## src/common/pdmi_pkg.sv

```systemverilog
// Purpose: Shared constants and types for the parity DRAM module controller
// Assumes: 25 MHz core clock (40 ns period)
// Notes:   Cycle counts derive from printed times; least times round up
package pdmi_pkg;

    localparam int          CLK_NS            = 40;
    // Widths of the module's pins and its row count
    localparam int          ADDR_W            = 10;
    localparam int          DATA_W            = 8;
    localparam int          ROW_W             = 10;
    localparam int          ROW_COUNT         = 1024;
    // Printed times and the init row strobe count
    localparam int          POWERUP_US        = 200;
    localparam int          REFRESH_MS        = 16;
    localparam int          RC_MIN_NS         = 130;
    localparam int          RAS_MIN_NS        = 70;
    localparam int          RAS_MAX_NS        = 10000;
    localparam int          RP_MIN_NS         = 50;
    localparam int          CSR_MIN_NS        = 10;
    localparam int          CHR_MIN_NS        = 20;
    localparam int          CAS_MIN_NS        = 20;
    localparam int          RCD_MIN_NS        = 20;
    localparam int          INIT_RAS_CYCLES   = 8;
    // Least times round up to whole cycles, none below one
    function automatic int up_cyc(input int ns);
        int c;
        c = (ns + CLK_NS - 1) / CLK_NS;
        return (c < 1) ? 1 : c;
    endfunction : up_cyc
    localparam int          RAS_CYC           = up_cyc(RAS_MIN_NS);
    localparam int          RP_CYC            = up_cyc(RP_MIN_NS);
    localparam int          CSR_CYC           = up_cyc(CSR_MIN_NS);
    localparam int          CHR_CYC           = up_cyc(CHR_MIN_NS);
    localparam int          CAS_CYC           = up_cyc(CAS_MIN_NS);
    localparam int          RCD_CYC           = up_cyc(RCD_MIN_NS);
    localparam int          RAS_MAX_CYC       = RAS_MAX_NS / CLK_NS;
    // Long counts: defaults for top-level parameters
    localparam int          POWERUP_CYC       = (POWERUP_US * 1000 + CLK_NS - 1) / CLK_NS;
    localparam int          REFRESH_INT_CYC   = (REFRESH_MS * 1000000 / ROW_COUNT) / CLK_NS;
    localparam logic [3:0]  TIMER_RST         = 4'h0;

    typedef enum logic [3:0] {
        PDMI_POWERUP  = 4'h0,
        PDMI_INIT_LO  = 4'h1,
        PDMI_INIT_HI  = 4'h2,
        PDMI_IDLE     = 4'h3,
        PDMI_ROW      = 4'h4,
        PDMI_COL      = 4'h5,
        PDMI_CAS      = 4'h6,
        PDMI_PRECH    = 4'h7,
        PDMI_CBR_CAS  = 4'h8,
        PDMI_CBR_RAS  = 4'h9
    } pdmi_state_t;

endpackage : pdmi_pkg

```

## src/rtl/pdmi_cnt.sv

```systemverilog
// Purpose: Loadable down counter with done flag
// Assumes: Synchronous active-high reset
// Notes:   Used for the power-up pause; the refresh interval has its own divider
`timescale 1ns/1ps
module pdmi_cnt #(
    parameter int W = 24
) (
    input  wire logic         core_clk_i,
    input  wire logic         rst_i,
    input  wire logic         load_i,
    input  wire logic [W-1:0] value_i,
    output logic              done_o
);
    logic [W-1:0] cnt_r;

    // Count to zero, then hold until reloaded
    always_ff @(posedge core_clk_i)
    begin
        if (rst_i)
            cnt_r <= '0;
        else if (load_i)
            cnt_r <= value_i;
        else if (cnt_r != '0)
            cnt_r <= cnt_r - 1'b1;
    end

    assign done_o = (cnt_r == '0) && !load_i;
endmodule : pdmi_cnt

```

## src/rtl/pdmi_ctrl.sv

```systemverilog
// Purpose: Controller driving a 1M x 9 parity DRAM module
// Assumes: One request at a time; pins sampled synchronous to core_clk_i
// Notes:   No page mode; every access is a single random cycle
// Behaviour
// - Pause, then eight row strobes before use
// - Refresh all 1024 rows every 16 ms
// - Write line inactive through read cycle end
// - Page row pulse bounded, column cycle timed
// - Column strobe leads and trails row strobe
// - Write line inactive around refresh row edge
// - Counter test column high at least 35 ns
// - Cycle at least 130 ns, pulse 70-10000 ns
`timescale 1ns/1ps
module pdmi_ctrl
    import pdmi_pkg::*;
#(
    parameter int POWERUP_CYCLES = pdmi_pkg::POWERUP_CYC,
    parameter int REFRESH_CYCLES = pdmi_pkg::REFRESH_INT_CYC
) (
    input  wire logic                       core_clk_i,
    input  wire logic                       rst_i,
    input  wire logic                       req_valid_i,
    input  wire logic                       req_write_i,
    input  wire logic [2*pdmi_pkg::ADDR_W-1:0] req_addr_i,
    input  wire logic [pdmi_pkg::DATA_W-1:0] req_wdata_i,
    input  wire logic                       req_wpar_i,
    output logic                            req_ready_o,
    output logic                            rsp_valid_o,
    output logic [pdmi_pkg::DATA_W-1:0]     rsp_rdata_o,
    output logic                            rsp_rpar_o,
    output logic                            init_done_o,
    output logic [pdmi_pkg::ADDR_W-1:0]     mem_addr_o,
    output logic                            row_strobe_n_o,
    output logic                            column_strobe_n_o,
    output logic                            parity_column_strobe_n_o,
    output logic                            write_n_o,
    output logic [pdmi_pkg::DATA_W-1:0]     mem_dq_o,
    output logic                            mem_dq_oe_o,
    input  wire logic [pdmi_pkg::DATA_W-1:0] mem_dq_i,
    output logic                            parity_data_in_o,
    input  wire logic                       parity_data_out_i
);
    import pdmi_pkg::*;

    pdmi_state_t               state_r;
    logic [3:0]                tmr_r;
    logic [3:0]                init_cnt_r;
    logic                      wr_r;
    logic [2*ADDR_W-1:0]       addr_r;
    logic                      ref_pend_r;
    logic                      pu_done;
    logic                      ref_tick;
    logic                      pu_load_r;

    // Power-up pause timer, loaded once after reset
    always_ff @(posedge core_clk_i)
    begin
        if (rst_i)
            pu_load_r <= 1'b1;
        else
            pu_load_r <= 1'b0;
    end

    pdmi_cnt #(.W(24)) u_pu_cnt (
        .core_clk_i (core_clk_i),
        .rst_i      (rst_i),
        .load_i     (pu_load_r),
        .value_i    (24'(POWERUP_CYCLES)),
        .done_o     (pu_done)
    );

    logic ref_zero_r;
    logic [23:0] ref_div_r;
    // Refresh interval: one row every 16 ms / 1024, reloads itself
    always_ff @(posedge core_clk_i)
    begin
        if (rst_i || ref_div_r == 24'h000000)
            ref_div_r <= 24'(REFRESH_CYCLES - 1);
        else
            ref_div_r <= ref_div_r - 24'h000001;
    end
    assign ref_tick = (ref_div_r == 24'h000000);

    // Pending refresh request; a new tick wins over the clear
    always_ff @(posedge core_clk_i)
    begin
        if (rst_i)
            ref_zero_r <= 1'b0;
        else
            ref_zero_r <= ref_tick;
    end
    always_ff @(posedge core_clk_i)
    begin
        if (rst_i)
            ref_pend_r <= 1'b0;
        else if (ref_zero_r)
            ref_pend_r <= 1'b1;
        else if (state_r == PDMI_CBR_CAS)
            ref_pend_r <= 1'b0;
    end

    // Main sequencer and pin drive
    always_ff @(posedge core_clk_i)
    begin
        if (rst_i)
        begin
            state_r                  <= PDMI_POWERUP;
            tmr_r                    <= TIMER_RST;
            init_cnt_r               <= 4'h0;
            wr_r                     <= 1'b0;
            addr_r                   <= '0;
            row_strobe_n_o           <= 1'b1;
            column_strobe_n_o        <= 1'b1;
            parity_column_strobe_n_o <= 1'b1;
            write_n_o                <= 1'b1;
            mem_addr_o               <= '0;
            mem_dq_o                 <= '0;
            mem_dq_oe_o              <= 1'b0;
            parity_data_in_o         <= 1'b0;
            req_ready_o              <= 1'b0;
            rsp_valid_o              <= 1'b0;
            rsp_rdata_o              <= '0;
            rsp_rpar_o               <= 1'b0;
            init_done_o              <= 1'b0;
        end
        else
        begin
            rsp_valid_o <= 1'b0;
            if (tmr_r != 4'h0)
                tmr_r <= tmr_r - 4'h1;
            case (state_r)
                PDMI_POWERUP:
                begin
                    if (pu_done && !pu_load_r)
                    begin
                        row_strobe_n_o <= 1'b0;
                        tmr_r          <= 4'(RAS_CYC - 1);
                        state_r        <= PDMI_INIT_LO;
                    end
                end
                PDMI_INIT_LO:
                begin
                    if (tmr_r == 4'h0)
                    begin
                        row_strobe_n_o <= 1'b1;
                        tmr_r          <= 4'(RP_CYC - 1);
                        init_cnt_r     <= init_cnt_r + 4'h1;
                        state_r        <= PDMI_INIT_HI;
                    end
                end
                PDMI_INIT_HI:
                begin
                    if (tmr_r == 4'h0)
                    begin
                        if (init_cnt_r == 4'(INIT_RAS_CYCLES))
                        begin
                            init_done_o <= 1'b1;
                            req_ready_o <= 1'b1;
                            state_r     <= PDMI_IDLE;
                        end
                        else
                        begin
                            row_strobe_n_o <= 1'b0;
                            tmr_r          <= 4'(RAS_CYC - 1);
                            state_r        <= PDMI_INIT_LO;
                        end
                    end
                end
                PDMI_IDLE:
                begin
                    if (ref_pend_r)
                    begin
                        // Column-before-row refresh; module supplies the row
                        req_ready_o              <= 1'b0;
                        column_strobe_n_o        <= 1'b0;
                        parity_column_strobe_n_o <= 1'b0;
                        write_n_o                <= 1'b1;
                        tmr_r                    <= 4'(CSR_CYC - 1);
                        state_r                  <= PDMI_CBR_CAS;
                    end
                    else if (req_valid_i)
                    begin
                        // Row address first
                        req_ready_o <= 1'b0;
                        wr_r        <= req_write_i;
                        addr_r      <= req_addr_i;
                        mem_addr_o  <= req_addr_i[2*ADDR_W-1:ADDR_W];
                        mem_dq_o    <= req_wdata_i;
                        parity_data_in_o <= req_wpar_i;
                        state_r     <= PDMI_ROW;
                    end
                end
                PDMI_ROW:
                begin
                    row_strobe_n_o <= 1'b0;
                    tmr_r          <= 4'(RCD_CYC);      // Column address gets a full cycle of setup
                    state_r        <= PDMI_COL;
                end
                PDMI_COL:
                begin
                    // Early write: write line low a cycle before column strobe
                    mem_addr_o  <= addr_r[ADDR_W-1:0];
                    write_n_o   <= !wr_r;
                    mem_dq_oe_o <= wr_r;
                    if (tmr_r == 4'h0)
                    begin
                        column_strobe_n_o        <= 1'b0;
                        parity_column_strobe_n_o <= 1'b0;
                        tmr_r                    <= 4'(CAS_CYC);
                        state_r                  <= PDMI_CAS;
                    end
                end
                PDMI_CAS:
                begin
                    // Extra cycle covers column access plus sampling margin
                    if (tmr_r == 4'h0)
                    begin
                        rsp_rdata_o              <= mem_dq_i;
                        rsp_rpar_o               <= parity_data_out_i;
                        rsp_valid_o              <= 1'b1;
                        row_strobe_n_o           <= 1'b1;               // One column per row
                        column_strobe_n_o        <= 1'b1;
                        parity_column_strobe_n_o <= 1'b1;
                        tmr_r                    <= 4'(RP_CYC - 1);
                        state_r                  <= PDMI_PRECH;
                    end
                end
                PDMI_PRECH:
                begin
                    // Write line released only after both strobes rose
                    write_n_o   <= 1'b1;
                    mem_dq_oe_o <= 1'b0;
                    if (tmr_r == 4'h0)
                    begin
                        req_ready_o <= 1'b1;
                        state_r     <= PDMI_IDLE;
                    end
                end
                PDMI_CBR_CAS:
                begin
                    if (tmr_r == 4'h0)
                    begin
                        row_strobe_n_o <= 1'b0;
                        tmr_r          <= 4'(RAS_CYC - 1);
                        state_r        <= PDMI_CBR_RAS;
                    end
                end
                PDMI_CBR_RAS:
                begin
                    if (tmr_r == 4'h0)
                    begin
                        row_strobe_n_o           <= 1'b1;
                        column_strobe_n_o        <= 1'b1;               // Never re-lowered here
                        parity_column_strobe_n_o <= 1'b1;
                        tmr_r                    <= 4'(RP_CYC - 1);
                        state_r                  <= PDMI_PRECH;
                    end
                end
                default:
                    state_r <= PDMI_IDLE;
            endcase
        end
    end

    // Checks on the pins this controller drives and on its sequencer
    row_first_a: assert property (@(posedge core_clk_i) disable iff (rst_i)
        $fell(row_strobe_n_o) && state_r == PDMI_CBR_RAS |-> !column_strobe_n_o && $past(!column_strobe_n_o))
        else $error("refresh column strobe not leading row strobe");
    cbr_write_a: assert property (@(posedge core_clk_i) disable iff (rst_i)
        state_r == PDMI_CBR_RAS |-> write_n_o)
        else $error("write line active during refresh");
    read_hold_a: assert property (@(posedge core_clk_i) disable iff (rst_i)
        $rose(row_strobe_n_o) && state_r == PDMI_PRECH && $past(write_n_o) |-> write_n_o)
        else $error("write line active at read end");
    early_write_a: assert property (@(posedge core_clk_i) disable iff (rst_i)
        $fell(column_strobe_n_o) && !mem_dq_oe_o |-> write_n_o)
        else $error("write line low without data drive");
    ras_width_a: assert property (@(posedge core_clk_i) disable iff (rst_i)
        $fell(row_strobe_n_o) |=> !row_strobe_n_o [*1])
        else $error("row strobe pulse too short");
    parity_strobe_a: assert property (@(posedge core_clk_i) disable iff (rst_i)
        parity_column_strobe_n_o == column_strobe_n_o)
        else $error("parity strobe differs from column strobe");
    init_count_a: assert property (@(posedge core_clk_i) disable iff (rst_i)
        $rose(init_done_o) |-> init_cnt_r == 4'(INIT_RAS_CYCLES))
        else $error("ready before eight init cycles");
    refresh_take_a: assert property (@(posedge core_clk_i) disable iff (rst_i)
        ref_pend_r && state_r == PDMI_IDLE |=> state_r == PDMI_CBR_CAS)
        else $error("pending refresh not started");
endmodule : pdmi_ctrl

```

## config.mk

```make
export PLATFORM = sky130hd
export DESIGN_NAME = pdmi_ctrl
export DESIGN_NICKNAME = d
export VERILOG_FILES = /design/src/common/pdmi_pkg.sv /design/src/rtl/pdmi_cnt.sv /design/src/rtl/pdmi_ctrl.sv
export SDC_FILE = /design/constraint.sdc
export NUM_CORES = 1
export LEC_CHECK = 0
export BUFFER_PORTS_ARGS = -buffer_cell sky130_fd_sc_hd__buf_2
export CAP_MARGIN = 20
export CORE_MARGIN = 1.5
export CORE_UTILIZATION = 57
export CTS_CLUSTER_SIZE = 24
export DETAILED_ROUTE_END_ITERATION = 10
export GPL_TIMING_DRIVEN = 0
export PLACE_DENSITY = 0.82
export RECOVER_POWER = 50
export SLEW_MARGIN = 20
export SYNTH_ARGS = -nofsm -noshare
export SYNTH_HDL_FRONTEND = slang
export SYNTH_SLANG_ARGS = --single-unit
```

## constraint.sdc

```tcl
create_clock -name core_clk_i -period 2.6 [get_ports core_clk_i]
set_input_delay 0.13 -clock core_clk_i [delete_from_list [all_inputs] [get_ports core_clk_i]]
set_output_delay 0.13 -clock core_clk_i [all_outputs]
set_load 0.05 [all_outputs]
```

After elaboration in Yosys (flattened, before gate mapping)
Index checks and enable logic that the tools add are counted.
{"block": "word_totals", "ram_bits": 0, "in_bits": 42, "wordCells": 130, "register_bits": 109, "out_inout_bits": 36, "mem_bits_ro": 0, "latch_bits": 0, "memories": 0}
{"block": "op_classes", "n_eq_ne": 24, "mux": 43, "n_addsub": 4, "n_bitwise": 2, "order_cmp": 0, "n_shift": 0, "mul": 0, "div": 0, "n_reduce_logical": 34}
{"cell": "$mux W4", "n": 15}
{"cell": "$logic_not A24 Y1", "n": 2}
{"cell": "$sub A24 B1 Y24 const B", "n": 2}
{"cell": "$pmux W4 S9", "n": 1}
{"cell": "$mux W13", "n": 2}
{"cell": "$reduce_bool A24 Y1", "n": 1}
{"cell": "$mux W10", "n": 2}
{"cell": "$ne A2 B2 Y1 const B", "n": 10}
{"cell": "$pmux W10 S2", "n": 1}
{"cell": "$pmux W4 S5", "n": 1}
{"cell": "$eq A4 B3 Y1 const B", "n": 4}
{"cell": "$mux W1", "n": 15}
{"cell": "$eq A4 B4 Y1 const B", "n": 3}
{"cell": "$pmux W1 S3", "n": 3}
{"cell": "$reduce_and A3 Y1", "n": 3}
{"cell": "$reduce_bool A3 Y1", "n": 3}
{"cell": "$eq A4 B2 Y1 const B", "n": 2}
{"cell": "$logic_not A4 Y1", "n": 2}
{"cell": "$reduce_and A8 Y1", "n": 1}
{"cell": "$reduce_bool A2 Y1", "n": 4}
{"cell": "$ne A2 B1 Y1 const B", "n": 3}
{"cell": "$reduce_and A2 Y1", "n": 3}
{"cell": "$reduce_and A6 Y1", "n": 1}
{"cell": "$reduce_or A2 Y1", "n": 3}
{"cell": "17 further kinds", "n": 20}

Longest topological paths before layout
Gate-level depths: netlist (run 1).
{"block": "logic_depth", "ltp_word": 5, "mapped_depth": 11}

By module
Synthesis (run 1) repeated with hierarchy kept, for this count alone.
{"block": "hier_totals", "cells_unflattened": 649, "area_unflattened_um2": 5454.0}
{"mod": "pdmi_ctrl", "instances": 1, "cells_per_inst": 459, "seq_area_each_um2": 1701.6, "area_per_inst_um2": 3847.4}
{"mod": "pdmi_cnt", "instances": 1, "cells_per_inst": 190, "seq_area_each_um2": 480.5, "area_per_inst_um2": 1606.5}

Worst setup path before layout (run 1)
Ideal clock, no wire load.
{"block": "synth_timing", "path_type": "flip-flop to flip-flop", "from": "register u_pu_cnt.cnt_r[13]", "to": "register u_pu_cnt.cnt_r[6]", "n_path_buf": 3, "slack_ps": 349, "stages_incl_launch_ff": 9, "required_ps": 2477, "setup_ps": 123, "arrival_time_ps": 2128, "cell_sequence": "dfxtp_1 -> or4_1 -> buf_2 -> or4_4 -> buf_6 -> buf_8 -> o211ai_2 -> xor2_1 -> nor2_1"}
{"block": "synth_between", "elab_chain_len": 1}
{"element": "from (decl)", "line_no": "pdmi_cnt.sv:14", "rtl": "logic [W-1:0] cnt_r;"}
{"element": "from (signal assigned)", "line_no": "pdmi_cnt.sv:22", "rtl": "cnt_r <= value_i;"}
{"element": "from (signal assigned)", "line_no": "pdmi_cnt.sv:24", "rtl": "cnt_r <= cnt_r - 1'b1;"}
{"element": "$reduce_bool A24 Y1", "line_no": "pdmi_cnt.sv:23", "rtl": "else if (cnt_r != '0)"}
No other way between the ends.
A chain may end at the register's enable or synchronous reset.

Final worst setup path (run 1)
{"block": "layout_timing", "from": "register u_pu_cnt.cnt_r[13]", "to": "register row_strobe_n_o"}
{"block": "layout_between", "elab_chain_len": 5}
{"element": "$logic_not A24 Y1", "line_no": "pdmi_cnt.sv:27", "rtl": "assign done_o = (cnt_r == '0) && !load_i;"}
{"element": "$logic_and A1 B1 Y1", "line_no": "pdmi_cnt.sv:27"}
{"element": "$logic_and A1 B1 Y1", "line_no": "pdmi_ctrl.sv:134", "rtl": "if (pu_done && !pu_load_r)"}
{"element": "$ne A2 B2 Y1 (no source line)"}
{"element": "$reduce_and A6 Y1 (no source line)"}
{"element": "to (signal assigned)", "line_no": "pdmi_ctrl.sv:136", "rtl": "row_strobe_n_o <= 1'b0;"}
{"element": "to (signal assigned)", "line_no": "pdmi_ctrl.sv:145", "rtl": "row_strobe_n_o <= 1'b1;"}
{"element": "to (signal assigned)", "line_no": "pdmi_ctrl.sv:163", "rtl": "row_strobe_n_o <= 1'b0;"}
{"element": "to (decl)", "line_no": "pdmi_ctrl.sv:33", "rtl": "output logic row_strobe_n_o,"}
No other way between the ends.

==> run summary, run 1 <==
The number of instances in the synthesized netlist came out at 606. In this run the vertical extent of the chip is 96.8 um. The reg-to-reg endpoint is row_strobe_n_o.

The final weighted congestion of routability-driven global placement came out at 0.958. The logic depth of the worst register-to-register path is 6. The quantity of I/O buffers inserted on ports came out at 77. After layout, the design draws a total of 4.89 mW.

Cell internal power was estimated by the tool at 2.99 mW. The largest fanout on the critical path came out at 10. The average wire per cell in the routed design is 14.6 um. Net switching is 38.8% of the power.

Among all flip-flop cells after synthesis, the most frequent one is sky130_fd_sc_hd__dfxtp_1. The pre-antenna-repair detailed-routing pass consisted of 5 iterations. The remaining global-route overflow is 0. The number of nets in the synthesized netlist is 655. The buffer depth of the longest clock path is 2.

In this run the cell area of the synthesized design comes to 0.00502 mm2. The relative slew slack came out at 41.7%. The achievable clock frequency is 0.403 GHz. The number of global-route vias before repair was 4654. The warning count from the yosys run came out at 0. The synthesis-stage register bit count is 109. The terminating pin of the worst hold path is mem_addr_o[7].

Setup repair after global routing left no endpoint under its margin. Among all cell types in the netlist, the one instantiated most often is sky130_fd_sc_hd__dfxtp_1. In this run the critical register-to-register path is launched from u_pu_cnt.cnt_r[13]. The final setup slack of the worst path is 0.121 ns. The tool flagged a number of max-cap violations equal to 0.

The slew of the pin with the lowest slew margin came out at 0.867 ns. The fraction of layout instances using a drive strength above 1 came out at 11.1%. The power per unit of standard cell area is 816 mW/mm2. The placed wire-length estimate came out at 8360 um.

The number of placed I/O pins came out at 78. The sum of routed wire length over all layers is 12200 um. The sequential share of the synthesized area came out at 43.5%. The number of CTS-inserted buffers is 9.

Ranked by total cell area, the synthesized netlist is headed by sky130_fd_sc_hd__dfxtp_1 43%, sky130_fd_sc_hd__nor2_1 7.3%, sky130_fd_sc_hd__nand2_1 6.0%. The number of synthesized flops with an enable pin is 0. The core box area is 0.00864 mm2.

Of the total power, combinational logic draws 38.0%. The insertion delay to the later sink of the worst-skew pair is 0.38 ns. The share of synthesized flip-flops with an asynchronous set or reset came out at 0%. The number of vias in the routed layout came out at 4697.

The max-slew violation total from the final report came out at 0. The clock skew after layout is 0.0167 ns. The post-route antenna net violation count is 0. The sequential share of power came out at 39.7%.

The worst supply voltage drop on vdd came out at 0.000475 V. The worst hold path begins at req_addr_i[17]. The critical path launch point type is a flip-flop. The count of final hold-check violations was 0.

In this run the worst setup path begins at u_pu_cnt.cnt_r[13]. The number of library cell types mapped by synthesis is 61. The initial detailed-routing violation count came out at 185. The number of diodes came out at 0. For this run, the total global-route usage over all layers was measured as 26.6%. The worst hold slack is 0.0117 ns.

The clock network burns 22.4% of the power. Clock tree synthesis selected as its root buffer the cell sky130_fd_sc_hd__clkbuf_8. The synthesized design spends more area on one cell type than any other, namely sky130_fd_sc_hd__dfxtp_1. In this run the static leakage power is 2.32 nW. From synthesis to final layout, the design area changed by 19.5%. The CTS tree is done. The final net count came out at 771. The level count of the clock H-tree came out at 3. Sorting the synthesized cells by how often they occur yields 109 x sky130_fd_sc_hd__dfxtp_1, 97 x sky130_fd_sc_hd__nor2_1, 80 x sky130_fd_sc_hd__nand2_1, 34 x sky130_fd_sc_hd__a21oi_1, 33 x sky130_fd_sc_hd__clkbuf_1. The starting density of the core is 58.1%. The clock-pin slew on the worst setup and hold paths came out at 0.11 ns. Counting every sink on the clock net gives 109. The final cell utilization of the core is 69.4%. Along the worst hold path, the cell count comes to 3. The kind of end point of the critical path is a flip-flop. The shortest period the worst path allows came out at 2.48 ns. The via count normalized by instance count came out at 5.63. The kind of critical path is flip-flop to flip-flop. The worst endpoint required time came out at 2.88 ns. The largest net degree at the start of global routing is 20. The setup check on the worst reg-to-reg path leaves a slack of 0.12 ns. The number of rows created at floorplan came out at 34. The x dimension of the die is 96.8 um. The fraction of the cycle the final worst path needs came out at 95.3%. OpenSTA, run right after detailed placement, puts the worst setup slack at -0.136 ns. The DRC violation count after routing came out at 0.

Setup violations remaining at the end of the flow were counted as 0. In this run the biggest area consumer among cell types represents 43.5% of the synthesized area. The wire length of the first global-routing pass came out at 20800 um. The floorplan die area came out at 0.00938 mm2. In this run the mean area of a mapped cell was 8.28 um2. Once placement finished, the instance area stood at 0.00554 mm2. The initial antenna violation count came out at 0.

The type of the tightest min-delay check is input pin to flip-flop. The critical path arrival came out at 2.75 ns. Summed over all nets, the switching power comes to 1.90 mW.

Summing all non-filler instances in the final layout gives an area of 0.00600 mm2. The flow ran to the end, and the final reports show no timing, DRC or antenna violations.
[critical path, cell delays in order (launching register included)]
cell	delay [ns]
sky130_fd_sc_hd__dfxtp_1	0.37
sky130_fd_sc_hd__or4_1	0.54
sky130_fd_sc_hd__buf_2	0.20
sky130_fd_sc_hd__or2_1	0.26
sky130_fd_sc_hd__o41a_1	0.53
sky130_fd_sc_hd__a21o_1	0.20
sky130_fd_sc_hd__a211o_1	0.29
[metal layers]
metal	vias up	wire, um	track usage, %
met5	-	0	0
met4	0	248	10.0
met2	155	6090	46.3
met3	27	623	4.99
met1	2202	5250	32.5
li1	2313	-	-
[area by class of cell]
| cell class | count | area (um2) |
|---|---|---|
| Clock inverter | 6 | 76.3 |
| Multi-Input combinational cell | 441 | 2610 |
| Timing Repair Buffer | 105 | 617 |
| Sequential cell | 109 | 2180 |
| Buffer | 41 | 180 |
| Fill cell | 740 | 2640 |
| Tap cell | 108 | 135 |
| Clock buffer | 10 | 138 |
| Inverter | 15 | 56.3 |
[cell families after synthesis]
kind of cell / synth area share (%)
AO/OA/AOI/OAI: 13.1
XOR/XNOR: 7.50
adder cells (fa/ha/maj): 1.74
buffers and inverters: 4.71
flip-flops: 43.5
multiplexers: 2.82
AND/OR/NAND/NOR: 26.7
[cells in the final DEF (no fill, tap or decap), drive strengths merged, types with 10 or more instances in the layout]
cell,synthesis,layout
a21oi,34,34
nor2,97,97
mux2i,13,13
a311oi,12,12
xnor2,22,22
nand4,10,10
xor2,21,21
clkbuf,33,81
buf,8,48
o21ai,12,12
nor3,24,24
nand2,80,80
nand3,11,11
inv,15,18
dlygate4sd3,0,27
dfxtp,109,109
[power groups by stage]
stage                     clock (mW)  combinational [mW]  sequential, mW
final                           1.09                1.86            1.94
after global routing            1.18                2.04            1.96
after CTS                       1.12                1.80            1.93
after detailed placement           0                1.75            1.96
after global placement             0                1.71            1.96
after floorplan                    0                1.19            2.12
[sequential cells by signal, indices dropped and copies added (netlist names), 4 cells and up]
register        cells
state_r             4
ref_div_r          24
rsp_rdata_o         8
mem_addr_o         10
tmr_r               4
addr_r             10
mem_dq_o            8
init_cnt_r          4
u_pu_cnt.cnt_r     24
[metrics by stage]
step	TNS, ns	cells
final	0	835
after global routing	0	835
after CTS	0	833
after detailed placement	-0.136	791
after global placement	-0.0580	791
after floorplan	0	606
[worst max path at each step]
stage | end | slack [ns]
floorplan | u_pu_cnt.cnt_r[6] | 0.35
global placement | tmr_r[0] | -0.06
detailed placement | tmr_r[0] | -0.14
CTS | tmr_r[0] | 0.09
global route | tmr_r[3] | 0.01
finish | row_strobe_n_o | 0.12
[what timing repair did]
item                       CTS  global route
hold endpoints to repair    26             1
setup buffers                0             1
resized for setup            1             1
hold buffers                26             1
setup endpoints to repair    1             1
pin swaps                    0             0
(Power assumes the default switching activity.)
==> inputs of run 2 (changes only) <==
BUFFER_PORTS_ARGS = unset   (was -buffer_cell sky130_fd_sc_hd__buf_2)
DONT_BUFFER_PORTS = 1   (was unset)
PLACE_DENSITY = 0.74   (was 0.82)
==> run 2 against run 1 <==
Total power shrank 3.7%. Global-route usage shrank 2.1 points. Via count is 5.9% lower. Non-clock buffer count down 65. Critical path depth stayed put. Final cell count shrank 7.8%. Wire length is 6.5% lower.
==> run summary, run 2 (same netlist as run 1, synthesis figures left out) <==
The detailed-routed wire length on met3 came out at 613 um (-1.6%). The logic depth of the worst register-to-register path was 6 (unchanged). The via count normalized by instance count is 5.74 (+2.1%). The final cell utilization of the core was 66.6% (-2.8 points). The final setup slack of the worst path is 0.146 ns (+0.0249 ns). The run finished with clean final reports.

The internal power consumption came out at 2.85 mW (-4.8%). The cell depth of the worst hold path is 3 (unchanged). The count of maximum capacitance violations came to 0 (unchanged). The critical path is of the flip-flop to flip-flop type.

The max-slew violation total from the final report is 0 (unchanged). The initial detailed-routing violation count is 237 (+28%). The remaining global-route overflow came out at 0 (unchanged). The uppermost layer routed is met4.

The length of routed wiring on met1 came out at 5130 um (-2.2%). Leaving out fill and tap cells, the most frequent cell in the layout is sky130_fd_sc_hd__dfxtp_1. The power per unit of standard cell area is 818 mW/mm2 (+0.32%). The post-route setup TNS came out at 0 ns (unchanged). The part of the total power dissipated in combinational logic came to 33.6% (-4.4 points).

The quantity of I/O buffers inserted on ports came to 0 (-100%). The reported leakage power is 2.15 nW (-7.3%). The core box area came out at 0.00864 mm2 (unchanged). The floorplan die area came out at 0.00938 mm2 (unchanged). The number of placed I/O pins is 78 (unchanged). The sum of routed wire length over all layers came out at 11400 um (-6.5%). The global-route usage over all layers came to 24.5% (-2.1 points). The storage element area is 0.00218 mm2 (unchanged). The initial antenna violation count is 0 (unchanged). The average wire per cell in the routed design is 14.8 um (+1.4%).

The switching fraction of total power is 39.4% (+0.66 points). The clock skew after layout came out at 0.0134 ns (-0.00330 ns). The worst hold slack came to 0.184 ns (+0.172 ns). The clock-pin slew on the worst setup and hold paths came out at 0.10 ns (about the same). The final net count is 706 (-8.4%). The largest net degree at the start of global routing came out at 20 (unchanged). The worst hold path terminates at state_r[0]. The number of vias in the routed layout was 4421 (-5.9%).

The placement-stage worst setup slack is -0.0614 ns (+0.0745 ns). The fraction of layout instances using a drive strength above 1 came out at 5.89% (-5.3 points). The net switching power is 1.86 mW (-2.1%). The setup slack of the worst register-to-register path is 0.15 ns (+0.02 ns). The cell sitting at the root of the clock tree is a sky130_fd_sc_hd__clkbuf_8. The endpoint identified for the worst register-to-register timing path is tmr_r[3]. The total of endpoints with negative setup slack in the final report came out at 0 (unchanged).

In the layout the commonest cells are 109 x sky130_fd_sc_hd__dfxtp_1, 97 x sky130_fd_sc_hd__nor2_1, 80 x sky130_fd_sc_hd__nand2_1, 40 x sky130_fd_sc_hd__dlygate4sd3_1, 35 x sky130_fd_sc_hd__clkbuf_1. The kind of end point of the critical path is a flip-flop. The number of CTS-inserted buffers came out at 9 (unchanged). The worst setup path is launched from a flip-flop. The number of rows created at floorplan is 34 (unchanged). The share of total power in the clock network is 21.4% (-1.0 points). The CTS tree is done. The path class of the tightest hold or removal check is input pin to flip-flop. The placed wire-length estimate came out at 7700 um (-7.9%). The number of global-route vias before repair came out at 4376 (-6.0%). The achievable clock frequency came out at 0.408 GHz (+1.0%). The count of final hold-check violations is 0 (unchanged). The number of diodes is 0 (unchanged). The sequential share of power came to 45.0% (+5.3 points). The level count of the clock H-tree was 3 (unchanged). The wire length of the first global-routing pass was 19400 um (-6.6%). The starting density of the core came to 58.1% (unchanged). The shortest period the worst path allows came out at 2.45 ns (-0.0249 ns). The count of buffers added by post-CTS timing repair for setup is 0 (unchanged). The startpoint identified for the worst register-to-register timing path is u_pu_cnt.cnt_r[8]. The number of fillers in the final layout came out at 746 (+0.81%). The insertion delay to the later sink of the worst-skew pair was 0.38 ns (about the same). The relative slew slack is 43.1% (+1.4 points).

The met2 wire length is 5520 um (-9.3%). The total number of clock tree sinks was 109 (unchanged). The die boundary height is 96.8 um (unchanged). The worst endpoint required time came to 2.86 ns (-0.02 ns). The fraction of the cycle the final worst path needs came out at 94.4% (-0.96 points).

The DRC violation count after routing was 0 (unchanged). The worst supply voltage drop on vdd came out at 0.000531 V (+12%). The post-layout total power was 4.71 mW (-3.7%).

The footprint of the multi-input gates came out at 0.00261 mm2 (unchanged). The length of the first detailed-routing pass in iterations is 5 (unchanged). The x dimension of the die is 96.8 um (unchanged).

The largest fanout on the critical path is 10 (unchanged). The post-route antenna net violation count came out at 0 (unchanged). In this run the most critical hold path is launched from req_valid_i. The area growth from synthesis to layout came out at 14.6%. The largest registers in the layout are ref_div_r (24), u_pu_cnt.cnt_r (24). The final weighted congestion of routability-driven global placement came out at 0.917 (-4.3%). The critical path arrival came to 2.71 ns (-0.04 ns). The buffer depth of the longest clock path is 2 (unchanged).

The slew of the pin with the lowest slew margin is 0.846 ns (-0.0212 ns).
-- run 2: cell count changes in the layout (fill, tap and decap cells not counted), sizes merged --
cell	change
clkinvlp	+1
clkbuf	-36
dlygate4sd3	+13
buf	-42
bufinv	-1
-- run 2: repair_timing --
item                       in CTS  in global routing
setup endpoints to repair       1                  1
pin swaps                       0                  0
cloned                          0                  0
resized for setup               1                  1
hold buffers                   40                  0
hold endpoints to repair       40                  0
-- run 2: metal layers --
layer / up-vias / track usage (%)
li1: 2186 / -
met1: 2083 / 29.9
met2: 134 / 42.0
met3: 18 / 6.50
met4: 0 / 7.36
met5: - / 0
-- run 2: critical path: stages, from the launching register on --
cell and delay [ns]:
sky130_fd_sc_hd__dfxtp_1 0.37, sky130_fd_sc_hd__or4_1 0.63, sky130_fd_sc_hd__nand4bb_1 0.22, sky130_fd_sc_hd__buf_2 0.21, sky130_fd_sc_hd__o41a_1 0.42, sky130_fd_sc_hd__o31ai_1 0.39
sky130_fd_sc_hd__nor2_1 0.10
-- run 2: power groups by stage --
| stage | Clock, mW | Sequential (mW) | Combinational, mW |
|---|---|---|---|
| detailed placement | 0 | 2.15 | 1.47 |
| global route | 1.09 | 2.14 | 1.75 |
| floorplan | 0 | 2.12 | 1.19 |
| CTS | 1.03 | 2.11 | 1.54 |
| finish | 1.01 | 2.12 | 1.58 |
| global placement | 0 | 2.14 | 1.45 |
-- run 2: final cells by class --
cell class	count	area share, %
multi-input combinational	441	45.4
tap	108	2.35
clock buffer	10	2.39
clock inverter	6	0.935
inverter	15	0.978
sequential	109	37.9
buffer	41	3.07
timing repair buffer	40	6.96
-- run 2: worst max-delay path by stage --
stage                             from                end  slack [ns]
finish               u_pu_cnt.cnt_r[8]           tmr_r[3]        0.15
global route         u_pu_cnt.cnt_r[2]           tmr_r[3]       -0.03
CTS                           tmr_r[0]           tmr_r[0]        0.15
detailed placement            tmr_r[0]           tmr_r[0]       -0.06
global placement              tmr_r[0]           tmr_r[0]       -0.12
floorplan           u_pu_cnt.cnt_r[13]  u_pu_cnt.cnt_r[6]        0.35
-- run 2: per-stage QoR --
step	cell area [um2]	cells
global route	5750	770
finish	5750	770
floorplan	5020	606
detailed placement	5150	714
CTS	5750	770
global placement	5150	714
==> inputs of run 3 (changes only) <==
CORE_UTILIZATION = 63   (was 57)
PLACE_DENSITY = 0.81   (was 0.74)
==> run 3 against run 2 <==
Sequential cell count unchanged. Die area decreased by 9.2%. Maximum frequency is 0.64% higher. Clock-buffer cell count did not move. Design area about the same. Sequential power about the same. Global-route usage up 4.6 points. Wire length increased by 5.9%. Clock power shrank 5%. Sequential share of layout area about the same. Utilization up 7.8 points. Critical endpoint is now state_r[1]. Largest power group unchanged.
==> run summary, run 3 (same netlist as run 1, synthesis figures left out) <==
The fraction of the cycle the final worst path needs came to 93.8% (-0.60 points). Setup repair after global routing left no endpoint under its margin. The clock-pin slew on the worst setup and hold paths came out at 0.10 ns (about the same). The level count of the clock H-tree was 3 (unchanged).

The x dimension of the die is 92.3 um (-4.7%). The buffer depth of the longest clock path was 2 (unchanged). The insertion delay to the later sink of the worst-skew pair is 0.37 ns (about the same).

The library cell used most frequently in the layout, excluding fill and tap cells, is sky130_fd_sc_hd__dfxtp_1. The number of global-route vias before repair is 4453 (+1.8%). The critical path in this run is classified as flip-flop to flip-flop. The length of the first detailed-routing pass in iterations was 5 (unchanged).

The clock root buffer master is sky130_fd_sc_hd__clkbuf_8. The CTS tree is done. The relative slew slack is 49.7% (+6.6 points). The remaining global-route overflow is 0 (unchanged). The die boundary height is 92.3 um (-4.7%). The count of maximum capacitance violations is 0 (unchanged). The achievable clock frequency was 0.410 GHz (+0.64%). The cell depth of the worst hold path is 3 (unchanged). The placed instance count is 708 (-0.84%). The number of diodes came out at 0 (unchanged). The reported leakage power is 2.15 nW (+0.12%). The worst supply voltage drop on vdd came out at 0.000654 V (+23%). The reg-to-reg endpoint is state_r[1].

The average wire per cell in the routed design is 15.8 um (+6.6%). The global-route usage over all layers came to 29.1% (+4.6 points). The largest fanout on the critical path came out at 10 (unchanged). The post-layout total power is 4.73 mW (+0.42%). The via count normalized by instance count is 5.99 (+4.3%).

The library cells used most frequently in the layout, excluding fill and tap cells, are 109 x sky130_fd_sc_hd__dfxtp_1, 97 x sky130_fd_sc_hd__nor2_1, 80 x sky130_fd_sc_hd__nand2_1, 40 x sky130_fd_sc_hd__dlygate4sd3_1, 34 x sky130_fd_sc_hd__a21oi_1. The count of final hold-check violations came out at 0 (unchanged). The sum of routed wire length over all layers is 12100 um (+5.9%). The power per unit of standard cell area was 822 mW/mm2 (+0.44%). The number of non-filler instances in the completed layout is 765 (-0.65%). The critical path launch point type is a flip-flop. The clock skew after layout was 0.0138 ns (+0.000396 ns). The worst hold slack is 0.210 ns (+0.0264 ns). The total of endpoints with negative setup slack in the final report came to 0 (unchanged). The number of placed I/O pins came out at 78 (unchanged). The stage delay of the slowest cell on the critical path came out at 0.53 ns (-0.10 ns). The run finished with clean final reports.

The DRC violation count after routing was 0 (unchanged). The tightest min-delay check is of the input pin to flip-flop type. The worst endpoint required time came out at 2.90 ns (+0.04 ns). The final setup slack of the worst path came out at 0.162 ns (+0.0156 ns). The shortest period the worst path allows is 2.44 ns (-0.0156 ns). The number of CTS-inserted buffers came out at 9 (unchanged).

The number of rows created at floorplan is 32 (-5.9%). In the final layout, the registers with the most flip-flops are ref_div_r (24), u_pu_cnt.cnt_r (24). For this design, the slowest cell found on the critical path is sky130_fd_sc_hd__or4_1. The setup slack of the worst register-to-register path came out at 0.16 ns (+0.02 ns). The placed wire-length estimate is 7910 um (+2.8%).

The quantity of I/O buffers inserted on ports is 0 (unchanged). The total number of clock tree sinks came out at 109 (unchanged). The logic depth of the worst register-to-register path is 6 (unchanged).

The worst hold path terminates at state_r[0]. The final weighted congestion of routability-driven global placement was 0.935 (+1.9%). The slew of the pin with the lowest slew margin is 0.748 ns (-0.0983 ns). The post-route antenna net violation count is 0 (unchanged). The floorplan die area is 0.00851 mm2 (-9.2%). The largest net degree at the start of global routing came out at 19 (-5.0%).

The startpoint of the most critical register-to-register path is u_pu_cnt.cnt_r[13]. The placement-stage worst setup slack came out at -0.153 ns (-0.0911 ns). The initial antenna violation count came out at 0 (unchanged). The initial detailed-routing violation count came out at 222 (-6.3%). The area growth from synthesis to layout was 14.6% (about the same). The critical path arrival came out at 2.73 ns (+0.02 ns). In this run the most critical hold path is launched from req_valid_i. The final net count is 707 (+0.14%). The fraction of layout instances using a drive strength above 1 is 6.33% (+0.44 points). The wire length of the first global-routing pass was 20200 um (+4.0%). The kind of end point of the critical path is a flip-flop. The number of vias in the routed layout is 4582 (+3.6%). The max-slew violation total from the final report is 0 (unchanged).

The starting density of the core is 65.0% (+6.8 points). The core box area came out at 0.00773 mm2 (-11%). The signal on the critical path passes through or4_1 -> buf_2 -> or2_1 -> o41a_1 -> o21bai_4 -> a221oi_2.
run 3: cell count changes in the layout (fill, tap and decap cells not counted):
cell | previous run | this run
sky130_fd_sc_hd__clkinv_2 | 0 | 1
sky130_fd_sc_hd__clkbuf_1 | 35 | 32
sky130_fd_sc_hd__clkinv_4 | 2 | 1
sky130_fd_sc_hd__clkinvlp_4 | 1 | 3
sky130_fd_sc_hd__clkbuf_2 | 0 | 1
sky130_fd_sc_hd__inv_6 | 2 | 0
sky130_fd_sc_hd__clkbuf_4 | 0 | 2
sky130_fd_sc_hd__buf_1 | 1 | 2
run 3: timing repair:
item	CTS	global route
hold buffers	40	0
resized for setup	1	3
endpoints found under the setup margin	1	2
buffers inserted	0	2
hold endpoints to repair	40	0
run 3: metal layers:
layer | wire [um] | global-route usage, % | share of wire (%) | vias up
li1 | - | - | - | 2195
met3 | 728 | 5.22 | 6.0 | 28
met4 | 260 | 10.1 | 2.2 | 0
met5 | 0 | 0 | 0 | -
met2 | 6090 | 51.3 | 50 | 172
met1 | 5010 | 35.3 | 41 | 2187
run 3: critical path: cells and delay by family, from the launching register on:
kind	cells	cell delay [ns]
simple gates	2	0.79
buf+inv	1	0.20
flops	1	0.36
compound gates	3	1.02
run 3: how the worst max path moves through the flow:
stage | start | to | slack [ns] | cells past startpoint
2_1_floorplan | u_pu_cnt.cnt_r[13] | u_pu_cnt.cnt_r[6] | 0.35 | 8
3_3_place_gp | tmr_r[0] | tmr_r[0] | -0.07 | 11
3_5_place_dp | tmr_r[0] | tmr_r[0] | -0.15 | 11
4_1_cts | tmr_r[0] | tmr_r[0] | 0.06 | 11
5_1_grt | ref_div_r[9] | ref_div_r[3] | 0.04 | 6
6_report | u_pu_cnt.cnt_r[13] | state_r[1] | 0.16 | 6
run 3: area by class of cell:
class,instances,area (um2)
Multi-Input combinational cell,441,2610
Sequential cell,109,2180
Fill cell,575,1970
Timing Repair Buffer,42,415
Buffer,40,174
Clock buffer,10,138
Tap cell,102,128
Inverter,15,56.3
Clock inverter,6,47.5
run 3: per-stage QoR:
stage | utilization, % | setup TNS [ns] | cell area [um2]
5_1_grt | 74.4 | 0 | 5750
4_1_cts | 74.3 | 0 | 5740
3_3_place_gp | 66.6 | -0.0658 | 5150
6_report | 74.4 | 0 | 5750
2_1_floorplan | - | 0 | 5020
3_5_place_dp | 66.6 | -0.153 | 5150
run 3: report_power, final:
part / internal [mW] / total (mW) / switching, mW
Combinational: 0.666 / 1.64 / 0.977
Sequential: 1.82 / 2.12 / 0.304
Clock: 0.381 / 0.962 / 0.581
